==> src/include/vout_supv_pkg.sv <==
package vout_supv_pkg;
  // Command codes
  localparam logic [7:0]  CMD_OV_RESP   = 8'h41;
  localparam logic [7:0]  CMD_OV_WARN   = 8'h42;
  localparam logic [7:0]  CMD_UV_WARN   = 8'h43;
  // Fault response field positions
  localparam int          ACT_HI        = 7;
  localparam int          ACT_LO        = 6;
  localparam int          RETRY_HI      = 5;
  localparam int          RETRY_LO      = 3;
  localparam int          SCALE_HI      = 2;
  localparam int          SCALE_LO      = 0;
  // Field encodings
  localparam logic [1:0]  ACT_IGNORE    = 2'h0;
  localparam logic [1:0]  ACT_SHUT_A    = 2'h1;
  localparam logic [1:0]  ACT_SHUT_B    = 2'h2;
  localparam logic [1:0]  ACT_INVALID   = 2'h3;
  localparam logic [2:0]  RETRY_LATCH   = 3'h0;
  localparam logic [2:0]  RETRY_FOREVER = 3'h7;
  // Reset values
  localparam logic [7:0]  RST_OV_RESP   = 8'h80;
  localparam logic [15:0] RST_OV_WARN   = 16'h1199;
  localparam logic [15:0] RST_UV_WARN   = 16'h0E67;
  localparam logic [7:0]  RST_OV_RATIO  = 8'h6E;
  localparam logic [7:0]  RST_UV_RATIO  = 8'h5A;
  // Hardware ratio ranges, percent of commanded voltage
  localparam logic [7:0]  OV_MIN        = 8'h67;
  localparam logic [7:0]  OV_MAX        = 8'h74;
  localparam logic [7:0]  UV_MIN        = 8'h54;
  localparam logic [7:0]  UV_MAX        = 8'h61;
  localparam logic [7:0]  PCT_FULL      = 8'h64;
  // Unity value of the relative format
  localparam logic [15:0] REL_ONE       = 16'h1000;

  typedef enum logic [2:0] {ST_OFF, ST_RISE, ST_CHECK, ST_ON, ST_HICCUP, ST_LATCHED} state_t;

  typedef struct packed {
    logic        valid;
    logic        write;
    logic        word;
    logic [7:0]  code;
    logic [15:0] data;
  } cmd_req_t;

  typedef struct packed {
    logic        valid;
    logic [15:0] data;
  } cmd_rsp_t;

  typedef struct packed {
    logic ov_fault;
    logic vout_sum;
    logic vout_ovf;
    logic vout_ovw;
    logic vout_uvw;
    logic cml_data;
  } status_t;
endpackage : vout_supv_pkg

==> src/hw/vout_supv.sv <==
`timescale 1ns/1ns
// What this block does
// RULE1: Action field selects ignore, shutdown or invalid
// RULE2: Retry zero latches off after shutdown
// RULE3: Retry one to six bounds restart attempts
// RULE4: Retry seven restarts without limit
// RULE5: Delay field scales hiccup by rise time
// RULE6: Out-of-range writes flag invalid data, alert
// RULE7: Fault-free check window clears restart counter
// RULE8: Present fault at enable blocks start-up
// RULE9: Host sets fault limit above start-up input
// RULE10: High warning follows commanded voltage ratio
// RULE11: Command change never rewrites stored limits
// RULE12: High warning sets summary, warning bits, alert
// RULE13: High limit rounds up, 103 to 116
// RULE14: Low warning follows commanded voltage ratio
// RULE15: Low warning sets summary, warning bits, alert
// RULE16: Low limit rounds down, 84 to 97
// RULE17: Warning limits use word access, 16 bits
// RULE18: Fault sets byte, word, vout bits, alert
// RULE19: Hiccup counter loads rise time times scale
module vout_supv #(
  parameter int TW = 24
) (
  input  wire logic                  core_clk,
  input  wire logic                  nrst,
  input  wire vout_supv_pkg::cmd_req_t cmd,
  output      vout_supv_pkg::cmd_rsp_t rsp,
  input  wire logic                  ov_fault_pin,
  input  wire logic                  enable,
  input  wire logic                  rel_mode,
  input  wire logic [15:0]           vout_cmd,
  input  wire logic [15:0]           vout_sense,
  input  wire logic [TW-1:0]         ton_rise,
  input  wire logic [TW-1:0]         ton_max,
  input  wire logic                  clear_faults,
  output      vout_supv_pkg::status_t status,
  output logic                       alert_n,
  output logic                       power_on,
  output logic                       latched_off,
  output logic [2:0]                 restart_count
);
  import vout_supv_pkg::*;

  typedef struct packed {
    state_t       st;
    logic [TW+2:0] timer;
    logic [2:0]   tries;
    logic [7:0]   resp;
    logic [15:0]  ovw_lim;
    logic [15:0]  uvw_lim;
    logic [7:0]   ov_ratio;
    logic [7:0]   uv_ratio;
    logic         sync0;
    logic         ov_flt;
    logic         ovf_prev;
    logic         ovw_prev;
    logic         uvw_prev;
    logic         pwr;
    logic         latched;
    logic         alert_n;
    status_t      stat;
    cmd_rsp_t     rsp;
  } regs_t;

  regs_t         s;
  regs_t         next_s;
  logic [15:0]   base;
  logic [7:0]    wr_up;
  logic [7:0]    wr_dn;
  logic [23:0]   sense100;
  logic          ovw_now;
  logic          uvw_now;
  logic          shut;
  logic          bad;
  logic [TW+2:0] hiccup_len;
  logic [TW+2:0] check_len;
  status_t       setv;

  // Smallest ratio whose threshold reaches the limit; zero when out of range
  function automatic logic [7:0] map_up(input logic [15:0] lim, input logic [15:0] b);
    logic [7:0]  r;
    logic [23:0] l100;
    r = 8'h00;
    l100 = 24'(lim) * 24'(PCT_FULL);
    for (int k = int'(OV_MAX); k >= int'(OV_MIN); k--) begin
      if (l100 <= 24'(b) * 24'(k)) r = 8'(k);
    end
    if (l100 < 24'(b) * 24'(OV_MIN)) r = 8'h00;
    return r;
  endfunction : map_up

  // Largest ratio whose threshold stays at or below the limit; zero when out of range
  function automatic logic [7:0] map_dn(input logic [15:0] lim, input logic [15:0] b);
    logic [7:0]  r;
    logic [23:0] l100;
    r = 8'h00;
    l100 = 24'(lim) * 24'(PCT_FULL);
    for (int k = int'(UV_MIN); k <= int'(UV_MAX); k++) begin
      if (l100 >= 24'(b) * 24'(k)) r = 8'(k);
    end
    if (l100 > 24'(b) * 24'(UV_MAX)) r = 8'h00;
    return r;
  endfunction : map_dn

  // Next-state logic
  always_comb begin
    next_s = s;
    next_s.rsp.valid = 1'b0;
    bad = 1'b0;
    setv = '0;
    // Fault pin synchroniser
    next_s.sync0 = ov_fault_pin;
    next_s.ov_flt = s.sync0;
    // Limits are mapped against unity in relative mode
    base = rel_mode ? REL_ONE : vout_cmd;
    wr_up = map_up(cmd.data, base);
    wr_dn = map_dn(cmd.data, base);

    // Command port
    if (cmd.valid && cmd.write) begin
      unique case (cmd.code)
        CMD_OV_RESP: begin
          if (cmd.word || cmd.data[ACT_HI:ACT_LO] == ACT_INVALID) begin
            bad = 1'b1; // RULE1 RULE6
          end else begin
            next_s.resp = cmd.data[7:0];
          end
        end
        CMD_OV_WARN: begin
          if (!cmd.word || wr_up == 8'h00) begin
            bad = 1'b1; // RULE6 RULE17
          end else begin
            next_s.ovw_lim = cmd.data;
            next_s.ov_ratio = wr_up; // RULE13
          end
        end
        CMD_UV_WARN: begin
          if (!cmd.word || wr_dn == 8'h00) begin
            bad = 1'b1; // RULE6 RULE17
          end else begin
            next_s.uvw_lim = cmd.data;
            next_s.uv_ratio = wr_dn; // RULE16
          end
        end
        default: bad = 1'b0;
      endcase
    end else if (cmd.valid) begin
      next_s.rsp.valid = 1'b1;
      unique case (cmd.code)
        CMD_OV_RESP: next_s.rsp.data = {8'h00, s.resp};
        CMD_OV_WARN: next_s.rsp.data = s.ovw_lim; // RULE11
        CMD_UV_WARN: next_s.rsp.data = s.uvw_lim;
        default:     next_s.rsp.data = 16'h0000;
      endcase
    end

    // Warning comparisons against the live command
    sense100 = 24'(vout_sense) * 24'(PCT_FULL);
    ovw_now = sense100 > 24'(vout_cmd) * 24'(s.ov_ratio); // RULE10
    uvw_now = sense100 < 24'(vout_cmd) * 24'(s.uv_ratio); // RULE14
    next_s.ovw_prev = ovw_now;
    next_s.uvw_prev = uvw_now;
    next_s.ovf_prev = s.ov_flt;

    // Status sets on new events
    setv.cml_data = bad; // RULE6
    if (s.ov_flt && !s.ovf_prev) begin
      setv.ov_fault = 1'b1; // RULE18
      setv.vout_ovf = 1'b1;
      setv.vout_sum = 1'b1;
    end
    if (ovw_now && !s.ovw_prev) begin
      setv.vout_ovw = 1'b1; // RULE12
      setv.vout_sum = 1'b1;
    end
    if (uvw_now && !s.uvw_prev) begin
      setv.vout_uvw = 1'b1; // RULE15
      setv.vout_sum = 1'b1;
    end
    // Set beats a same-cycle clear
    next_s.stat = status_t'((s.stat & ~{$bits(status_t){clear_faults}}) | setv);
    next_s.alert_n = ~(|next_s.stat);

    // Restart sequencing
    shut = s.ov_flt && (s.resp[ACT_HI:ACT_LO] == ACT_SHUT_A ||
                        s.resp[ACT_HI:ACT_LO] == ACT_SHUT_B); // RULE1
    hiccup_len = (TW+3)'(ton_rise) *
                 (TW+3)'((s.resp[SCALE_HI:SCALE_LO] == 3'h0) ? 3'h1
                         : s.resp[SCALE_HI:SCALE_LO]); // RULE5 RULE19
    check_len = (ton_max != '0) ? (TW+3)'(ton_max) : (TW+3)'(ton_rise); // RULE7
    if (s.timer != '0) next_s.timer = s.timer - (TW+3)'(1);
    unique case (s.st)
      ST_OFF: begin
        if (enable && !s.ov_flt) begin // RULE8
          next_s.st = ST_RISE;
          next_s.timer = (TW+3)'(ton_rise);
        end
      end
      ST_RISE: begin
        if (s.timer <= (TW+3)'(1)) begin
          next_s.st = ST_CHECK;
          next_s.timer = check_len;
        end
      end
      ST_CHECK: begin
        if (s.timer <= (TW+3)'(1)) begin
          next_s.st = ST_ON;
          next_s.tries = 3'h0; // RULE7
        end
      end
      ST_ON: next_s.st = ST_ON;
      ST_HICCUP: begin
        if (s.timer <= (TW+3)'(1)) begin // RULE19
          next_s.st = ST_RISE;
          next_s.timer = (TW+3)'(ton_rise);
          if (s.tries != 3'h7) next_s.tries = s.tries + 3'h1;
        end
      end
      ST_LATCHED: next_s.st = ST_LATCHED;
    endcase
    // Shutdown decision and turn-off override
    if (!enable) begin
      next_s.st = ST_OFF;
      next_s.tries = 3'h0;
    end else if (shut && (s.st == ST_RISE || s.st == ST_CHECK || s.st == ST_ON)) begin
      if (s.resp[RETRY_HI:RETRY_LO] == RETRY_LATCH) begin
        next_s.st = ST_LATCHED; // RULE2
      end else if (s.resp[RETRY_HI:RETRY_LO] == RETRY_FOREVER ||
                   s.tries < s.resp[RETRY_HI:RETRY_LO]) begin
        next_s.st = ST_HICCUP; // RULE3 RULE4
        next_s.timer = hiccup_len;
      end else begin
        next_s.st = ST_LATCHED; // RULE3
      end
    end
    next_s.pwr = next_s.st == ST_RISE || next_s.st == ST_CHECK || next_s.st == ST_ON;
    next_s.latched = next_s.st == ST_LATCHED;
  end

  // State register
  always_ff @(posedge core_clk or negedge nrst) begin
    if (!nrst) begin
      s          <= '0;
      s.st       <= ST_OFF;
      s.resp     <= RST_OV_RESP;
      s.ovw_lim  <= RST_OV_WARN;
      s.uvw_lim  <= RST_UV_WARN;
      s.ov_ratio <= RST_OV_RATIO;
      s.uv_ratio <= RST_UV_RATIO;
      s.alert_n  <= 1'b1;
    end else begin
      s <= next_s;
    end
  end

  // Outputs straight from flops
  assign rsp           = s.rsp;
  assign status        = s.stat;
  assign alert_n       = s.alert_n;
  assign power_on      = s.pwr;
  assign latched_off   = s.latched;
  assign restart_count = s.tries;

  // Checks
  property p_ignore;
    @(posedge core_clk) disable iff (!nrst)
    s.st == ST_ON && s.resp[ACT_HI:ACT_LO] == ACT_IGNORE && enable |=> s.st == ST_ON;
  endproperty
  a_ignore: assert property (p_ignore) else $error("ignore action left run"); // RULE1

  property p_latch;
    @(posedge core_clk) disable iff (!nrst)
    enable && shut && (s.st == ST_RISE || s.st == ST_CHECK || s.st == ST_ON) &&
    s.resp[RETRY_HI:RETRY_LO] == RETRY_LATCH
    |=> s.st == ST_LATCHED && s.latched;
  endproperty
  a_latch: assert property (p_latch) else $error("retry zero did not latch"); // RULE2

  property p_limit;
    @(posedge core_clk) disable iff (!nrst)
    $rose(s.st == ST_HICCUP) |-> s.resp[RETRY_HI:RETRY_LO] == RETRY_FOREVER ||
      $past(s.tries) < s.resp[RETRY_HI:RETRY_LO];
  endproperty
  a_limit: assert property (p_limit) else $error("hiccup beyond retry limit"); // RULE3

  property p_forever;
    @(posedge core_clk) disable iff (!nrst)
    enable && shut && (s.st == ST_RISE || s.st == ST_CHECK || s.st == ST_ON) &&
    s.resp[RETRY_HI:RETRY_LO] == RETRY_FOREVER
    |=> s.st == ST_HICCUP;
  endproperty
  a_forever: assert property (p_forever) else $error("endless retry stopped"); // RULE4

  property p_hiccup_len;
    @(posedge core_clk) disable iff (!nrst)
    $rose(s.st == ST_HICCUP) |-> s.timer == $past(hiccup_len);
  endproperty
  a_hiccup_len: assert property (p_hiccup_len) else $error("hiccup length wrong"); // RULE5 RULE19

  property p_invalid;
    @(posedge core_clk) disable iff (!nrst)
    cmd.valid && cmd.write && !cmd.word && cmd.code == CMD_OV_RESP &&
    cmd.data[ACT_HI:ACT_LO] == ACT_INVALID
    |=> s.resp == $past(s.resp) && s.stat.cml_data && !alert_n;
  endproperty
  a_invalid: assert property (p_invalid) else $error("invalid write accepted"); // RULE6

  property p_success;
    @(posedge core_clk) disable iff (!nrst)
    enable && !shut && s.st == ST_CHECK && s.timer <= (TW+3)'(1)
    |=> s.st == ST_ON && restart_count == 3'h0;
  endproperty
  a_success: assert property (p_success) else $error("success not recorded"); // RULE7

  property p_no_start;
    @(posedge core_clk) disable iff (!nrst)
    s.st == ST_OFF && s.ov_flt |=> s.st == ST_OFF && !power_on;
  endproperty
  a_no_start: assert property (p_no_start) else $error("started into fault"); // RULE8

  property p_ovw;
    @(posedge core_clk) disable iff (!nrst)
    ovw_now && !s.ovw_prev |=> status.vout_ovw && status.vout_sum && !alert_n;
  endproperty
  a_ovw: assert property (p_ovw) else $error("high warning not flagged"); // RULE10 RULE12

  property p_uvw;
    @(posedge core_clk) disable iff (!nrst)
    uvw_now && !s.uvw_prev |=> status.vout_uvw && status.vout_sum && !alert_n;
  endproperty
  a_uvw: assert property (p_uvw) else $error("low warning not flagged"); // RULE14 RULE15

  property p_ratios;
    @(posedge core_clk) disable iff (!nrst)
    s.ov_ratio >= OV_MIN && s.ov_ratio <= OV_MAX && s.uv_ratio >= UV_MIN &&
    s.uv_ratio <= UV_MAX;
  endproperty
  a_ratios: assert property (p_ratios) else $error("ratio out of range"); // RULE13 RULE16

  property p_ovf;
    @(posedge core_clk) disable iff (!nrst)
    s.ov_flt && !s.ovf_prev |=> status.ov_fault && status.vout_ovf && status.vout_sum;
  endproperty
  a_ovf: assert property (p_ovf) else $error("fault bits not set"); // RULE18

  c_hiccup:  cover property (@(posedge core_clk) disable iff (!nrst)
    s.st == ST_HICCUP ##1 s.st == ST_RISE);
  c_latched: cover property (@(posedge core_clk) disable iff (!nrst)
    $rose(s.latched));
  c_on:      cover property (@(posedge core_clk) disable iff (!nrst)
    s.st == ST_CHECK ##1 s.st == ST_ON);
endmodule : vout_supv

==> config.mk <==
export PLATFORM = sky130hd
export DESIGN_NAME = vout_supv
export DESIGN_NICKNAME = d
export VERILOG_FILES = /design/src/include/vout_supv_pkg.sv /design/src/hw/vout_supv.sv
export SDC_FILE = /design/constraint.sdc
export NUM_CORES = 2
export LEC_CHECK = 0
export ABC_AREA = 1
export BUFFER_PORTS_ARGS = -buffer_cell sky130_fd_sc_hd__buf_2
export CORE_ASPECT_RATIO = 1.4
export CORE_MARGIN = 2
export CORE_UTILIZATION = 50
export CTS_CLUSTER_SIZE = 25
export DETAILED_ROUTE_END_ITERATION = 12
export PLACE_DENSITY = 0.74
export SYNTH_ARGS = -nofsm -noshare
export SYNTH_HDL_FRONTEND = slang
export SYNTH_SLANG_ARGS = --single-unit
==> constraint.sdc <==
create_clock -name core_clk -period 6.3 [get_ports core_clk]
set_clock_uncertainty 0.05 [all_clocks]
set_input_delay 1.26 -clock core_clk [delete_from_list [all_inputs] [get_ports core_clk]]
set_output_delay 1.26 -clock core_clk [all_outputs]
set_load 0.1 [all_outputs]
==> impl_results.md <==
* Status: complete, but fails checks
* Failing checks: setup timing
* Port buffer count at 141
* Core Util, Final at 69.97%
* Nets at 13410
* CTS root buf: clkbuf_16
* Die height at 434.7 um
* Required time worst endpoint at 6.68 ns
* Syn. warnings at 0
* P per Cell Area at 376.7 mW/mm^2
* Sequential element share of the synthesized area at 4.465%
* Combinational Power Share at 93.9%
* Worst-Margin Slew at 0.9638 ns
* Critical Path AT at 8.27 ns
* Fin. max-slew vios at 0
* Mapped Area at 0.06624 sq mm
* IO Pins at 142
* Total CTS buffers at 25
* Reg power frac at 2.7%
* Total power at 34.81 mW
* Placed Cells at 12690
* Critical Path Source Type: primary input
* Max Cap Viol at 0
* Slowest CP cell: fa_2
* Clock power frac at 3.4%
* Setup TNS at -70.49 ns
* #FFs+latches synth at 117
* DIE WIDTH at 311.6 um
* Hold Vio Cnt, Final at 0
* Post-route ant nets at 0
* Residual DRC at 0
* Worst Setup Slack, final at -1.592 ns
* Average size of a mapped cell at 7.589 sq um
* Placed Area at 0.08615 sq mm
* Finished Cell Area at 0.09240 sq mm
* Post-Layout Cell Count at 12930
* Worst-path clk slew at 0.07 ns
* Switching pwr at 18.78 mW
* Final min period at 7.892 ns
* # rows at 158
* Leak Pwr at 51.42 nW
* H-tree levels at 4
* Pint at 16.02 mW
* Max clock buf depth at 3
* Crit path largest cell delay at 0.63 ns
* Final Hold Slack at 0.3130 ns
* Core Footprint at 0.1321 sq mm
* Die area at 0.1355 sq mm
* Reg2reg path depth at 33
* Final WL at 312.1 mm
* Initial core utilization at 50.16%
* Vias post-DR at 72470
* Final setup viols at 52
* RSZ-0062 raised after global routing: true
* Dpl ws at -2.766 ns
* CTS Sinks at 117
* Most used cell, CP: nand2_2
* Gr usage total at 43.87%
* Top_reg_cell synth: dfrtp_1
* Worst-Skew Late Latency at 0.51 ns
* Largest net degree at the start of global routing at 64
* Number of global-route vias before repair at 72970
* Setup Crit Path Kind: primary input to register
* Maximum vdd drop at 0.0004236 V
* Worst Hold Path Cells at 0
* Antenna violations before repair at 10
* Net Count, Synth at 10990
* Initial DRT Pass Iterations at 7
* Slew HR at 35.07%
* Netlist cell types at 72
* Hold Crit Class: register to register
* Sw Share at 53.96%
* First-pass GRT wire length at 441.5 mm
* Layout cells sized above 1 at 29.42%
* Period Utilization, post-route at 125.3%
* Routed vias/inst at 5.605
* Hold Buf Count CTS at 0
* Crit Path Max Fanout at 8
* HPWL Detailed at 261.0 mm
* Fraction of registers with async set/reset at 100.0%
* Gate Count Post-Synth at 8729
* CTS tree: done
* First-iteration detailed-routing DRC count at 5909
* Area Overhead vs Synth at 39.48%
* DR WL/cell at 24.14 um
* Post-synth EDFFs at 0
* Critical Path Sink Type: register
* Max Freq at 126.7 MHz
* Final GP Congestion at 1.092
* GR Overflow Total at 0
-- logic make-up (layout without fill, tap and decap cells) --
kind of cell | count (synthesis) | in the layout | synth area share [%]
AO/OA/AOI/OAI | 1559 | 1559 | 13.13
flip-flops | 117 | 117 | 4.465
XOR/XNOR | 573 | 573 | 7.576
AND/OR/NAND/NOR | 2456 | 2456 | 15.49
adder cells (fa/ha/maj) | 2146 | 2146 | 48.43
buffers and inverters | 1878 | 4309 | 10.90
other | 0 | 8 | 0
-- routing by layer --
layer | up-vias | global-route usage (%) | wire (um) | part of all wire (%)
met5 | - | 0 | 50 | 0.016
met2 | 3304 | 74.91 | 143900 | 46
met4 | 8 | 38.42 | 36790 | 12
li1 | 33150 | - | - | -
met1 | 34590 | 47.77 | 110100 | 35
met3 | 1412 | 6.397 | 21290 | 6.8
-- cell type report --
type                    count  area (sq um)
diodes                      8         20.02
clock buffers              32         701.9
clock inverters             1         5.005
fillers                 10690         39660
inverters                1760          6684
multi-input cells        6734         59800
flip-flops and latches    117          2958
well taps                1760          2202
repair buffers           2516         20030
-- layout by cell type (no fill, tap or decap), drive strengths merged, types with 64 or more instances in the layout --
cell,count
buf,2509
inv,1741
nand2,1586
ha,1449
a21oi,804
fa,697
o21ai,412
nor2,371
xor2,362
nand3,246
xnor2,211
nand4,112
dfrtp,93
nor3,74
o21bai,64
-- critical path, delay by kind of cell --
family	cells	cell delay [ns]
buffers and inverters	11	1.38
adders and majority gates	6	2.71
AOI/OAI and AO/OA	5	0.62
and+or+nand+nor	16	2.06
xor gates and xnor gates	1	0.18
-- sequential cells by signal (all words and copies together) (netlist names) --
register,flops
rsp,17
alert_n,1
power_on,1
restart_count,3
next_s,2
status,6
s,86
latched_off,1
-- power groups by stage --
stage / combinational (mW) / clock, mW / sequential [mW]
after floorplan: 15.9 / 0 / 0.957
after global placement: 28.5 / 0 / 0.947
after detailed placement: 29.3 / 0 / 0.948
after CTS: 30.8 / 1.17 / 0.939
after global routing: 35.5 / 1.22 / 0.958
final: 32.7 / 1.17 / 0.949
-- repair_timing --
item,CTS,global route
gates cloned,5,5
endpoints found under the setup margin,52,52
resized for setup,460,520
pin swaps,84,321
buffers inserted,90,106
-- worst paths after layout --
check	slack, ns	end	start
worst max-delay path	-1.59	s[78]	rel_mode
worst min-delay path	0.31	next_s[28]	next_s[29]
worst max register to register	-0.28	alert_n	s[41]
worst min register to register	0.31	next_s[28]	next_s[29]
max in group asynchronous	4.04	status[2]	nrst
min in group asynchronous	0.83	s[93]	nrst
-- synthesized netlist by cell type, drive strengths merged (2+ instances only) --
cell | instances | area share [%]
nand4 | 112 | 1.1
a211oi | 11 | 0.12
a21boi | 57 | 0.65
dfstp | 24 | 0.95
o21a | 27 | 0.31
a31oi | 54 | 0.51
nand3b | 12 | 0.16
dfrtp | 93 | 3.5
o2111ai | 4 | 0.053
o211ai | 36 | 0.42
a21o | 26 | 0.29
nand2 | 1586 | 9.1
inv | 1757 | 10
a221oi | 7 | 0.093
a21oi | 804 | 6.1
xnor2 | 211 | 2.8
o21bai | 64 | 0.76
and3 | 6 | 0.057
nor4b | 2 | 0.026
buf | 44 | 0.50
o22ai | 3 | 0.028
nor3b | 8 | 0.091
a32oi | 4 | 0.053
fa | 697 | 21
clkinv | 3 | 0.017
nand3 | 246 | 1.9
a22o | 10 | 0.13
a41oi | 2 | 0.026
ha | 1449 | 27
and2 | 4 | 0.038
o31ai | 16 | 0.18
nor3 | 74 | 0.58
o21ai | 412 | 3.1
or2 | 10 | 0.094
clkbuf | 74 | 0.42
a31o | 6 | 0.079
o221ai | 9 | 0.12
xor2 | 362 | 4.8
nor4 | 22 | 0.21
nor2 | 371 | 2.2
(Power assumes the default switching activity.)
